**src/line_test_consts.svh**
```systemverilog
// offsets, field positions, reset values and timing figures of the
// per-channel maintenance block; included by the block and its bench
`ifndef LINE_TEST_CONSTS_SVH
`define LINE_TEST_CONSTS_SVH

`define ADDR_PATTERN_SELECT 8'h0a
`define ADDR_LOOPBACK 8'h0b
`define ADDR_CODE_LENGTH 8'h0c
`define ADDR_TX_LOOP_CODE 8'h0d
`define ADDR_RX_ACTIVATE 8'h0e
`define ADDR_RX_DEACTIVATE 8'h0f
`define ADDR_ERROR_COUNT_CTL 8'h10
`define ADDR_INT_ENABLE 8'h11
`define ADDR_INT_EDGE_SELECT 8'h13
`define ADDR_STATUS_0 8'h14
`define ADDR_STATUS_1 8'h15
`define ADDR_INT_CAPTURE 8'h16
`define ADDR_ERR_COUNT_LO 8'h18
`define ADDR_ERR_COUNT_HI 8'h19

`define PSC_PATT_LSB 0
`define PSC_CLK_BIT 2
`define PSC_INV_BIT 3
`define PSC_E1_BIT 4
`define LBC_ANALOG_BIT 0
`define LBC_DIGITAL_BIT 1
`define LBC_REMOTE_BIT 2
`define LBC_AUTO_BIT 3
`define CLC_TX_LSB 0
`define CLC_ACT_LSB 2
`define CLC_DEACT_LSB 4
`define ECC_SEL_LSB 0
`define ECC_SEL_PRBS 2'h0
`define EVT_SYNC_BIT 0
`define EVT_ACT_BIT 1
`define EVT_DEACT_BIT 2

`define REG_RESET 8'h00
`define PRBS_SEED 20'hfffff
`define WIN_ERR_LIMIT 7'h06
`define WIN_RESET_COUNT 7'h40
`define CODE_MIN_HITS 4'h6

`define CLK_KHZ 125000
`define CODE_E1_MS 30
`define CODE_T1_MS 40
`define AUTO_LOOP_MS 5100

`endif

```
**src/line_test_pkg.sv**
```systemverilog
// types shared by the maintenance block and its bench
// assumes nothing beyond a SystemVerilog compiler
package line_test_pkg;
    typedef enum logic [1:0] {
        PAT_NORMAL = 2'b00,
        PAT_ONES = 2'b01,
        PAT_PRBS = 2'b10,
        PAT_CODE = 2'b11
    } pattern_t;

    typedef struct packed {
        logic [7:0] addr;
        logic [7:0] wdata;
        logic wr;
        logic rd;
    } reg_req_t;
endpackage

```
**src/line_test_pattern_loopback.sv**
```systemverilog
// per-channel test pattern, loopback and inband code logic
// assumes line clocks and data arrive as asynchronous pins and a
// register master on sys_clk that never waits
//
// Summary of operation
// - clock select high, field 00: send zeros
// - QRSS 2^20-1 in T1, PRBS 2^15-1 E1
// - field 10 sends pseudo-random pattern MSB first
// - pattern sent true or inverted by control
// - sync set at <=6 errors per 64 bits
// - sync changes captured, edge select, enable interrupt
// - error select 00 counts PRBS errors, 16 bit
// - analog loop: transmit into receive, line still driven
// - digital loop: transmit into decoder, line still driven
// - internal patterns override transmit during local loops
// - remote loop sends recovered data back to line
// - field 11 repeats programmed loop code
// - detect loop codes despite occasional bit errors
// - transmit code 5 to 8 bits long
// - code stops with clock select 0, field 00
// - activate and deactivate codes with own lengths
// - activate status after 30/40 ms presence
// - deactivate status after 30/40 ms presence
// - code status edge select; capture clears on read
// - auto loop: activate 5.1 s establishes loop
// - auto loop: deactivate 5.1 s releases loop
// - clearing auto enable releases loop at once
// - field 01 sends continuous ones
//
// The plain strobed port is this design's own decision.
`timescale 1ns/1ps
`include "line_test_consts.svh"

module line_test_pattern_loopback #(
    parameter int unsigned CODE_E1_CYCLES = `CODE_E1_MS * `CLK_KHZ,
    parameter int unsigned CODE_T1_CYCLES = `CODE_T1_MS * `CLK_KHZ,
    parameter int unsigned AUTO_CYCLES = `AUTO_LOOP_MS * `CLK_KHZ
) (
    input wire logic sys_clk,
    input wire logic rstn,
    input line_test_pkg::reg_req_t regReq,
    output logic [7:0] regRdata,
    input wire logic transmitClock,
    input wire logic masterClock,
    input wire logic txSysData,
    input wire logic rxRecClock,
    input wire logic rxRecData,
    output logic lineTxData,
    output logic rxOutData,
    output logic rxOutStrobe,
    output logic analogLoopActive,
    output logic digitalLoopActive,
    output logic irq
);
    // 0 tclk, 1 mclk, 2 tx data, 3 rx clock, 4 rx data
    localparam int NPIN = 5;

    logic [1:0] rstSync;
    logic rst_n;
    logic [NPIN-1:0] pin1, pin2, pin3, pinStable, pinPrev;
    logic [7:0] pattSel_reg, loopCtl_reg, codeLen_reg, txCode_reg;
    logic [7:0] actCode_reg, deactCode_reg, errCtl_reg, intEn_reg;
    logic [7:0] edgeSel_reg, regRdata_next;
    logic [19:0] prbsGen_reg, chk_reg;
    logic [63:0] errWin_reg;
    logic [6:0] errCnt_reg, errCnt_next;
    logic [15:0] errTotal_reg;
    logic [2:0] codeIdx_reg;
    logic [7:0] hist_reg;
    logic [5:0] blockCnt_reg;
    logic [3:0] actHits_reg, deactHits_reg;
    logic actPresent_reg, deactPresent_reg;
    logic [31:0] actTime_reg, deactTime_reg, codeCycles;
    logic syncStat_reg, actStat_reg, deactStat_reg, autoLoop_reg;
    logic [2:0] statPrev_reg, capture_reg, events;
    logic lineTx_reg, rxOut_reg, rxStrobe_reg, loopTick_reg, irq_reg;
    logic tclkTick, mclkTick, rxClkTick, txTick, rxTick, rxVal;
    logic remoteEff, localLoop, e1Mode, invert, patClk, prbsErr;
    logic prbsTxBit, codeTxBit, chkBit, txBit, readCapture;
    line_test_pkg::pattern_t patt;

    function automatic logic prbsBit(input logic [19:0] s,
                                     input logic e1);
        // zero limiting forces a one after 14 quiet stages
        if (e1)
            prbsBit = s[14] ^ s[13];
        else
            prbsBit = (s[19] ^ s[16]) | (s[13:0] == 14'h0000);
    endfunction

    function automatic logic [3:0] codeLen(input logic [1:0] sel);
        codeLen = {2'b00, sel} + 4'h5;
    endfunction

    // low L bits of the pattern, oldest bit in the highest position
    function automatic logic codeMatch(input logic [7:0] h,
                                       input logic [7:0] p,
                                       input logic [1:0] sel);
        logic [7:0] mask;
        mask = 8'hff >> (4'h8 - codeLen(sel));
        codeMatch = ((h ^ p) & mask) == 8'h00;
    endfunction

    function automatic logic edgeEvt(input logic old, input logic cur,
                                     input logic anyChange);
        edgeEvt = anyChange ? (old != cur) : (!old && cur);
    endfunction

    always_ff @(posedge sys_clk or negedge rstn) begin
        if (!rstn)
            rstSync <= 2'b00;
        else
            rstSync <= {rstSync[0], 1'b1};
    end
    assign rst_n = rstSync[1];

    // a pin level counts only once stages two and three agree
    always_ff @(posedge sys_clk or negedge rst_n) begin
        if (!rst_n) begin
            pin1 <= '0;
            pin2 <= '0;
            pin3 <= '0;
            pinStable <= '0;
            pinPrev <= '0;
        end else begin
            pin1 <= {rxRecData, rxRecClock, txSysData, masterClock,
                     transmitClock};
            pin2 <= pin1;
            pin3 <= pin2;
            pinStable <= (pin2 & pin3) | (pinStable & (pin2 | pin3));
            pinPrev <= pinStable;
        end
    end

    assign tclkTick = pinStable[0] && !pinPrev[0];
    assign mclkTick = pinStable[1] && !pinPrev[1];
    assign rxClkTick = pinStable[3] && !pinPrev[3];
    assign patt = line_test_pkg::pattern_t'(pattSel_reg[`PSC_PATT_LSB +: 2]);
    assign patClk = pattSel_reg[`PSC_CLK_BIT];
    assign invert = pattSel_reg[`PSC_INV_BIT];
    assign e1Mode = pattSel_reg[`PSC_E1_BIT];
    assign localLoop = loopCtl_reg[`LBC_ANALOG_BIT]
                       | loopCtl_reg[`LBC_DIGITAL_BIT];
    assign remoteEff = loopCtl_reg[`LBC_REMOTE_BIT] | autoLoop_reg;

    // normal data always runs on tclk; internal patterns on either
    always_comb begin
        if (remoteEff)
            txTick = rxClkTick;
        else if (patt == line_test_pkg::PAT_NORMAL && !patClk)
            txTick = tclkTick;
        else
            txTick = patClk ? mclkTick : tclkTick;
    end

    assign prbsTxBit = prbsBit(prbsGen_reg, e1Mode) ^ invert;
    assign codeTxBit = txCode_reg[codeIdx_reg];

    always_comb begin
        if (remoteEff)
            txBit = pinStable[4];
        else
            case (patt)
                line_test_pkg::PAT_ONES: txBit = 1'b1;
                line_test_pkg::PAT_PRBS: txBit = prbsTxBit;
                line_test_pkg::PAT_CODE: txBit = codeTxBit;
                default: txBit = patClk ? 1'b0 : pinStable[2];
            endcase
    end

    // the line keeps its pattern in local loops too
    always_ff @(posedge sys_clk or negedge rst_n) begin
        if (!rst_n) begin
            lineTx_reg <= 1'b0;
            loopTick_reg <= 1'b0;
        end else begin
            loopTick_reg <= txTick;
            if (txTick)
                lineTx_reg <= txBit;
        end
    end

    always_ff @(posedge sys_clk or negedge rst_n) begin
        if (!rst_n)
            prbsGen_reg <= `PRBS_SEED;
        else if (txTick && !remoteEff && patt == line_test_pkg::PAT_PRBS)
            prbsGen_reg <= {prbsGen_reg[18:0],
                            prbsBit(prbsGen_reg, e1Mode)};
    end

    // code index restarts whenever code mode is left
    always_ff @(posedge sys_clk or negedge rst_n) begin
        logic [3:0] last;
        last = codeLen(codeLen_reg[`CLC_TX_LSB +: 2]) - 4'h1;
        if (!rst_n)
            codeIdx_reg <= 3'h4;
        else if (patt != line_test_pkg::PAT_CODE || remoteEff)
            codeIdx_reg <= last[2:0];
        else if (txTick)
            codeIdx_reg <= (codeIdx_reg == 3'h0) ? last[2:0]
                           : codeIdx_reg - 3'h1;
    end

    // receive path: looped transmit stream or recovered line data
    assign rxTick = localLoop ? loopTick_reg : rxClkTick;
    assign rxVal = localLoop ? lineTx_reg : pinStable[4];

    always_ff @(posedge sys_clk or negedge rst_n) begin
        if (!rst_n) begin
            rxOut_reg <= 1'b0;
            rxStrobe_reg <= 1'b0;
        end else begin
            rxStrobe_reg <= rxTick;
            if (rxTick)
                rxOut_reg <= rxVal;
        end
    end

    // self-synchronising checker fed with received bits
    assign chkBit = rxVal ^ invert;
    assign prbsErr = rxTick && (chkBit != prbsBit(chk_reg, e1Mode));
    assign errCnt_next = errCnt_reg + {6'h00, prbsErr}
                         - {6'h00, errWin_reg[63]};

    // window starts full of errors so sync must be earned
    always_ff @(posedge sys_clk or negedge rst_n) begin
        if (!rst_n) begin
            chk_reg <= `PRBS_SEED;
            errWin_reg <= '1;
            errCnt_reg <= `WIN_RESET_COUNT;
            syncStat_reg <= 1'b0;
        end else if (rxTick) begin
            chk_reg <= {chk_reg[18:0], chkBit};
            errWin_reg <= {errWin_reg[62:0], prbsErr};
            errCnt_reg <= errCnt_next;
            syncStat_reg <= errCnt_next <= `WIN_ERR_LIMIT;
        end
    end

    // saturates rather than wraps; rewriting the select clears it
    always_ff @(posedge sys_clk or negedge rst_n) begin
        if (!rst_n)
            errTotal_reg <= 16'h0000;
        else if (regReq.wr && regReq.addr == `ADDR_ERROR_COUNT_CTL)
            errTotal_reg <= 16'h0000;
        else if (prbsErr && errTotal_reg != 16'hffff
                 && errCtl_reg[`ECC_SEL_LSB +: 2] == `ECC_SEL_PRBS)
            errTotal_reg <= errTotal_reg + 16'h0001;
    end

    // a code counts as present when enough aligned copies land in a
    // 64-bit block, so a stray bit error costs only a few copies
    always_ff @(posedge sys_clk or negedge rst_n) begin
        logic actHit, deactHit;
        actHit = codeMatch({hist_reg[6:0], rxVal}, actCode_reg,
                           codeLen_reg[`CLC_ACT_LSB +: 2]);
        deactHit = codeMatch({hist_reg[6:0], rxVal}, deactCode_reg,
                             codeLen_reg[`CLC_DEACT_LSB +: 2]);
        if (!rst_n) begin
            hist_reg <= 8'h00;
            blockCnt_reg <= 6'h00;
            actHits_reg <= 4'h0;
            deactHits_reg <= 4'h0;
            actPresent_reg <= 1'b0;
            deactPresent_reg <= 1'b0;
        end else if (rxTick) begin
            hist_reg <= {hist_reg[6:0], rxVal};
            blockCnt_reg <= blockCnt_reg + 6'h01;
            if (blockCnt_reg == 6'h3f) begin
                actPresent_reg <= actHits_reg >= `CODE_MIN_HITS;
                deactPresent_reg <= deactHits_reg >= `CODE_MIN_HITS;
                actHits_reg <= 4'h0;
                deactHits_reg <= 4'h0;
            end else begin
                if (actHit && actHits_reg != 4'hf)
                    actHits_reg <= actHits_reg + 4'h1;
                if (deactHit && deactHits_reg != 4'hf)
                    deactHits_reg <= deactHits_reg + 4'h1;
            end
        end
    end

    assign codeCycles = e1Mode ? CODE_E1_CYCLES : CODE_T1_CYCLES;

    always_ff @(posedge sys_clk or negedge rst_n) begin
        if (!rst_n) begin
            actTime_reg <= 32'h0;
            deactTime_reg <= 32'h0;
        end else begin
            if (!actPresent_reg)
                actTime_reg <= 32'h0;
            else if (actTime_reg <= AUTO_CYCLES)
                actTime_reg <= actTime_reg + 32'h1;
            if (!deactPresent_reg)
                deactTime_reg <= 32'h0;
            else if (deactTime_reg <= AUTO_CYCLES)
                deactTime_reg <= deactTime_reg + 32'h1;
        end
    end

    always_ff @(posedge sys_clk or negedge rst_n) begin
        if (!rst_n) begin
            actStat_reg <= 1'b0;
            deactStat_reg <= 1'b0;
        end else begin
            actStat_reg <= actTime_reg > codeCycles;
            deactStat_reg <= deactTime_reg > codeCycles;
        end
    end

    // release has priority, so a deactivate never loses to activate
    always_ff @(posedge sys_clk or negedge rst_n) begin
        if (!rst_n)
            autoLoop_reg <= 1'b0;
        else if (!loopCtl_reg[`LBC_AUTO_BIT])
            autoLoop_reg <= 1'b0;
        else if (deactTime_reg > AUTO_CYCLES)
            autoLoop_reg <= 1'b0;
        else if (actTime_reg > AUTO_CYCLES)
            autoLoop_reg <= 1'b1;
    end

    assign events = {
        edgeEvt(statPrev_reg[2], deactStat_reg, edgeSel_reg[2]),
        edgeEvt(statPrev_reg[1], actStat_reg, edgeSel_reg[1]),
        edgeEvt(statPrev_reg[0], syncStat_reg, edgeSel_reg[0])
    };
    assign readCapture = regReq.rd && regReq.addr == `ADDR_INT_CAPTURE;

    // a new event in the read cycle survives the clear
    always_ff @(posedge sys_clk or negedge rst_n) begin
        if (!rst_n) begin
            statPrev_reg <= 3'h0;
            capture_reg <= 3'h0;
            irq_reg <= 1'b0;
        end else begin
            statPrev_reg <= {deactStat_reg, actStat_reg, syncStat_reg};
            capture_reg <= (readCapture ? 3'h0 : capture_reg)
                           | events;
            irq_reg <= |(capture_reg & intEn_reg[2:0]);
        end
    end

    always_ff @(posedge sys_clk or negedge rst_n) begin
        if (!rst_n) begin
            pattSel_reg <= `REG_RESET;
            loopCtl_reg <= `REG_RESET;
            codeLen_reg <= `REG_RESET;
            txCode_reg <= `REG_RESET;
            actCode_reg <= `REG_RESET;
            deactCode_reg <= `REG_RESET;
            errCtl_reg <= `REG_RESET;
            intEn_reg <= `REG_RESET;
            edgeSel_reg <= `REG_RESET;
        end else if (regReq.wr) begin
            case (regReq.addr)
                `ADDR_PATTERN_SELECT: pattSel_reg <= regReq.wdata;
                `ADDR_LOOPBACK: loopCtl_reg <= regReq.wdata;
                `ADDR_CODE_LENGTH: codeLen_reg <= regReq.wdata;
                `ADDR_TX_LOOP_CODE: txCode_reg <= regReq.wdata;
                `ADDR_RX_ACTIVATE: actCode_reg <= regReq.wdata;
                `ADDR_RX_DEACTIVATE: deactCode_reg <= regReq.wdata;
                `ADDR_ERROR_COUNT_CTL: errCtl_reg <= regReq.wdata;
                `ADDR_INT_ENABLE: intEn_reg <= regReq.wdata;
                `ADDR_INT_EDGE_SELECT: edgeSel_reg <= regReq.wdata;
                default: ;
            endcase
        end
    end

    always_comb begin
        case (regReq.addr)
            `ADDR_PATTERN_SELECT: regRdata_next = pattSel_reg;
            `ADDR_LOOPBACK: regRdata_next = loopCtl_reg;
            `ADDR_CODE_LENGTH: regRdata_next = codeLen_reg;
            `ADDR_TX_LOOP_CODE: regRdata_next = txCode_reg;
            `ADDR_RX_ACTIVATE: regRdata_next = actCode_reg;
            `ADDR_RX_DEACTIVATE: regRdata_next = deactCode_reg;
            `ADDR_ERROR_COUNT_CTL: regRdata_next = errCtl_reg;
            `ADDR_INT_ENABLE: regRdata_next = intEn_reg;
            `ADDR_INT_EDGE_SELECT: regRdata_next = edgeSel_reg;
            `ADDR_STATUS_0: regRdata_next = {5'h00, deactStat_reg,
                                             actStat_reg, syncStat_reg};
            `ADDR_STATUS_1: regRdata_next = {7'h00, remoteEff};
            `ADDR_INT_CAPTURE: regRdata_next = {5'h00, capture_reg};
            `ADDR_ERR_COUNT_LO: regRdata_next = errTotal_reg[7:0];
            `ADDR_ERR_COUNT_HI: regRdata_next = errTotal_reg[15:8];
            default: regRdata_next = 8'h00;
        endcase
    end

    // read data stands only in the cycle after the strobe
    always_ff @(posedge sys_clk or negedge rst_n) begin
        if (!rst_n)
            regRdata <= 8'h00;
        else
            regRdata <= regReq.rd ? regRdata_next : 8'h00;
    end

    always_ff @(posedge sys_clk or negedge rst_n) begin
        if (!rst_n) begin
            analogLoopActive <= 1'b0;
            digitalLoopActive <= 1'b0;
        end else begin
            analogLoopActive <= loopCtl_reg[`LBC_ANALOG_BIT];
            digitalLoopActive <= loopCtl_reg[`LBC_DIGITAL_BIT];
        end
    end

    assign lineTxData = lineTx_reg;
    assign rxOutData = rxOut_reg;
    assign rxOutStrobe = rxStrobe_reg;
    assign irq = irq_reg;
endmodule

```
**config.mk**
```make
export PLATFORM = sky130hd
export DESIGN_NAME = line_test_pattern_loopback
export DESIGN_NICKNAME = d
export VERILOG_FILES = /design/src/line_test_pkg.sv /design/src/line_test_pattern_loopback.sv
export VERILOG_INCLUDE_DIRS = /design/src /design/src/src
export SDC_FILE = /design/constraint.sdc
export NUM_CORES = 1
export LEC_CHECK = 0
export BUFFER_PORTS_ARGS = -buffer_cell sky130_fd_sc_hd__buf_2
export CORE_MARGIN = 4
export CORE_UTILIZATION = 35
export DETAILED_ROUTE_END_ITERATION = 7
export GPL_ROUTABILITY_DRIVEN = 0
export HOLD_SLACK_MARGIN = 0.03
export PLACE_DENSITY = 0.61
export SETUP_SLACK_MARGIN = 0.2
export SYNTH_ARGS = -nofsm -noshare
export SYNTH_HDL_FRONTEND = slang
export SYNTH_SLANG_ARGS = --single-unit
```
**constraint.sdc**
```tcl
create_clock -name sys_clk -period 11.7 [get_ports sys_clk]
set_input_delay 1.755 -clock sys_clk [delete_from_list [all_inputs] [get_ports sys_clk]]
set_output_delay 1.755 -clock sys_clk [all_outputs]
set_load 0.02 [all_outputs]
```
==> flow_metrics.py <==
metrics = {
    "worst_setup_path": {
        "required_ns": 12.13,
        "r2r-end": "syncStat_reg$_DFFE_PN0P_",
        "reg2reg_from": "pattSel_reg[4]$_DFFE_PN0P_",
        "end_kind": "flip-flop",
        "rr_worst_depth": 16,
        "critPathCapture": "syncStat_reg$_DFFE_PN0P_",
        "criticalPathCategory": "reg -> reg",
        "cp_max_fo": 17,
        "critPathLaunch": "pattSel_reg[4]$_DFFE_PN0P_",
        "cp-start-kind": "flip-flop",
        "cp_data_arrival_time_ns": 5.00,
        "reg2reg_slack_ns": 7.14,
    },
    "timing": {
        "fmax_mhz": 219.1,
        "grt_setup_unrepaired": "no",
        "final-setup-viol-count": 0,
        "period_minus_slack_ns": 4.564,
        "tightest_slew_ns": 1.089,
        "final.setup_skew_ns": 0.03358,
        "drv_slew": 0,
        "slew_headroom_pct": 27.38,
        "worst_slack_ns": 7.136,
        "tns_ns": 0,
        "finalHoldViolations": 0,
        "period_share_pct": 39.01,
    },
    "place": {
        "place_ws_ns": 7.140,
        "hpwl_mm": 24.24,
        "dp.cells": 2171,
        "placed_area_sq_um": 17110,
        "port_buffers": 38,
    },
    "die": {
        "num_rows": 78,
        "die_h_microns": 224.0,
        "core_sq_um": 45770,
        "fp.dieW_microns": 224.0,
        "die_area_sq_um": 50180,
        "start_util_pct": 35.68,
        "io_pins": 39,
    },
    "cts": {
        "clockBufferDepth": 3,
        "cts_buffers": 37,
        "ctsResizeCount": 0,
        "clock-sinks": 338,
        "htree_levels": 2,
        "postCtsSetupBuffers": 0,
        "cts_root_buf": "clkbuf_16",
        "clk_latency_ns": 0.55,
        "path_clk_slew_ns": 0.05,
        "ctsHoldBuffers": 0,
        "cts_tree": "built",
    },
    "drt": {
        "ant_nets": 0,
        "dr.pass1.iters": 5,
        "vias_per_cell": 5.118,
        "drcViolationCount": 0,
        "routed_wl_mm": 36.07,
        "drtIter0Drc": 837,
        "avgRoutedWirePerCell_microns": 16.12,
        "routed-via-count": 11454,
    },
    "worst_hold_path": {
        "hp-class": "reg -> reg",
    },
    "synth": {
        "synth_compound_area_share_pct": 7.109,
        "synth_most_common_cell": "nand2_1",
        "synth_largest_area_cell": "dfrtp_1",
        "synth_cell_types": 83,
        "synth-async-reset-ratio_pct": 100.0,
        "synthSimpleGateAreaFrac_pct": 20.91,
        "synthTopCellsByArea": "dfrtp_1 (36%), dfstp_2 (17%), nand2_1 (9.1%)",
        "avgSynthCellArea_sq_um": 10.32,
        "synth_edf_count": 0,
        "synthFlopType": "dfrtp_1",
        "ys_seq_elements": 338,
        "ys_seq_area_share_pct": 52.60,
        "synthAdderAreaFrac_pct": 3.953,
        "yosysWarnings": 0,
        "synthesis.area_sq_um": 16330,
        "synth_top_family_by_area": "simple AND/OR/NAND/NOR gates",
        "synthMuxAreaShare_pct": 7.807,
        "synth_top_cell_area_share_pct": 35.55,
        "yosys.area_share.xor_xnor_pct": 5.355,
        "syn_inst": 1582,
        "synth_common_cells": "nand2_1 (394), dfrtp_1 (232), dfstp_2 (106)",
        "syn-num-nets": 1654,
    },
    "final_layout": {
        "fin_cells": 2238,
        "nNetsFinal": 1682,
        "final_layout_size_suffix_gt1_share_pct": 20.09,
        "final_area_sq_um": 18380,
        "area_growth_pct": 12.53,
        "num_antenna_cells": 0,
        "largest_reg_flops": 64,
    },
    "pwr": {
        "vdd_drop_max_uv": 114.3,
        "p_leak_nw": 8.463,
        "powerDensity_nw_per_um2": 167.4,
    },
    "flow_run": {
        "cap_violations": 0,
    },
    "run_status": {
        "status": "completed",
    },
    "grt": {
        "grt_usage_pct": 14.48,
        "grt_antenna_before_repair": 0,
        "grt_pass1_wl_mm": 60.40,
        "grt_pass1_vias": 11367,
        "grt_max_degree": 81,
        "grt_overflow_total": 0,
    },
}
worst min path at each step:
stage | slack (ns) | from | cells after the start | endpoint
after global routing | 0.36 | rstSync[0]$_DFF_PN0_ | 0 | rstSync[1]$_DFF_PN0_
after detailed placement | 0.34 | pin1[3]$_DFF_PN0_ | 0 | pin2[3]$_DFF_PN0_
final | 0.35 | rstSync[0]$_DFF_PN0_ | 0 | rstSync[1]$_DFF_PN0_
after floorplan | 0.33 | pin1[0]$_DFF_PN0_ | 0 | pin2[0]$_DFF_PN0_
after global placement | 0.33 | rstSync[0]$_DFF_PN0_ | 0 | rstSync[1]$_DFF_PN0_
after CTS | 0.35 | rstSync[0]$_DFF_PN0_ | 0 | rstSync[1]$_DFF_PN0_
cell families after synthesis:
group / after synthesis
AOI/OAI and AO/OA: 171
xor gates and xnor gates: 99
adders and majority gates: 52
buffers and inverters: 92
DFF: 338
muxes: 110
other: 1
and+or+nand+nor: 719
power breakdown:
group	total (mW)	leakage [nW]	switching, mW	internal, mW
Sequential	1.45	4.19	0.120	1.33
Combinational	0.427	3.65	0.253	0.173
Clock	1.20	0.629	0.481	0.719
Total	3.08	8.46	0.854	2.22
final cells by class:
| cell class | instances | area, sq um |
|---|---|---|
| repair buffers | 47 | 257.7 |
| flip-flops and latches | 338 | 8594 |
| inverters | 34 | 128.9 |
| well taps | 600 | 750.7 |
| clock inverters | 16 | 187.7 |
| fillers | 4369 | 27390 |
| clock buffers | 51 | 1081 |
| multi-input cells | 1152 | 7377 |
metrics by stage:
| stage | total power, mW | hold slack (ns) | util (%) |
|---|---|---|---|
| after floorplan | 1.768 | 0.3312 | - |
| after global placement | 1.879 | 0.3338 | 37.38 |
| after detailed placement | 1.898 | 0.3364 | 37.38 |
| after CTS | 3.117 | 0.3502 | 40.15 |
| after global routing | 3.247 | 0.3558 | 40.15 |
| final | 3.077 | 0.3479 | 40.15 |
cell usage in the layout (no fill, tap or decap), types with 7 or more instances in the layout:
cell type,n
ha_1,46
and2_1,55
nor2_1,58
a21o_1,9
inv_1,33
buf_4,9
or3_1,7
xnor2_1,63
nand2b_1,12
nor4_1,11
buf_2,38
nand3_1,48
a221oi_1,7
mux2i_1,16
and4_1,9
xor2_1,35
nor3_1,26
a31oi_1,11
mux2_2,89
clkinv_2,10
clkbuf_16,39
dfstp_2,106
a21oi_1,30
dfrtp_1,231
nand4_1,25
and3_1,22
nor2b_1,21
a22oi_1,8
o21ai_0,48
nand2_1,394
critical path, stage by stage, from the launching register on:
cell,delay (ns)
dfrtp_1,0.85
inv_1,0.50
nor2_1,0.20
a31oi_1,0.08
xnor2_2,0.70
or2_2,0.27
ha_1,0.12
inv_1,0.04
ha_1,0.20
fa_1,0.40
a21o_1,0.20
a21oi_1,0.21
o21bai_1,0.09
a21oi_1,0.18
xnor2_1,0.15
nand2_1,0.07
o32ai_1,0.22
per-layer routing:
metal  GRT usage [%]  routed length [microns]
met5               0                        0
met4           4.534                      998
met3           2.411                     1875
met2           23.28                    16590
met1           20.15                    16610
(Power assumes the default switching activity.)
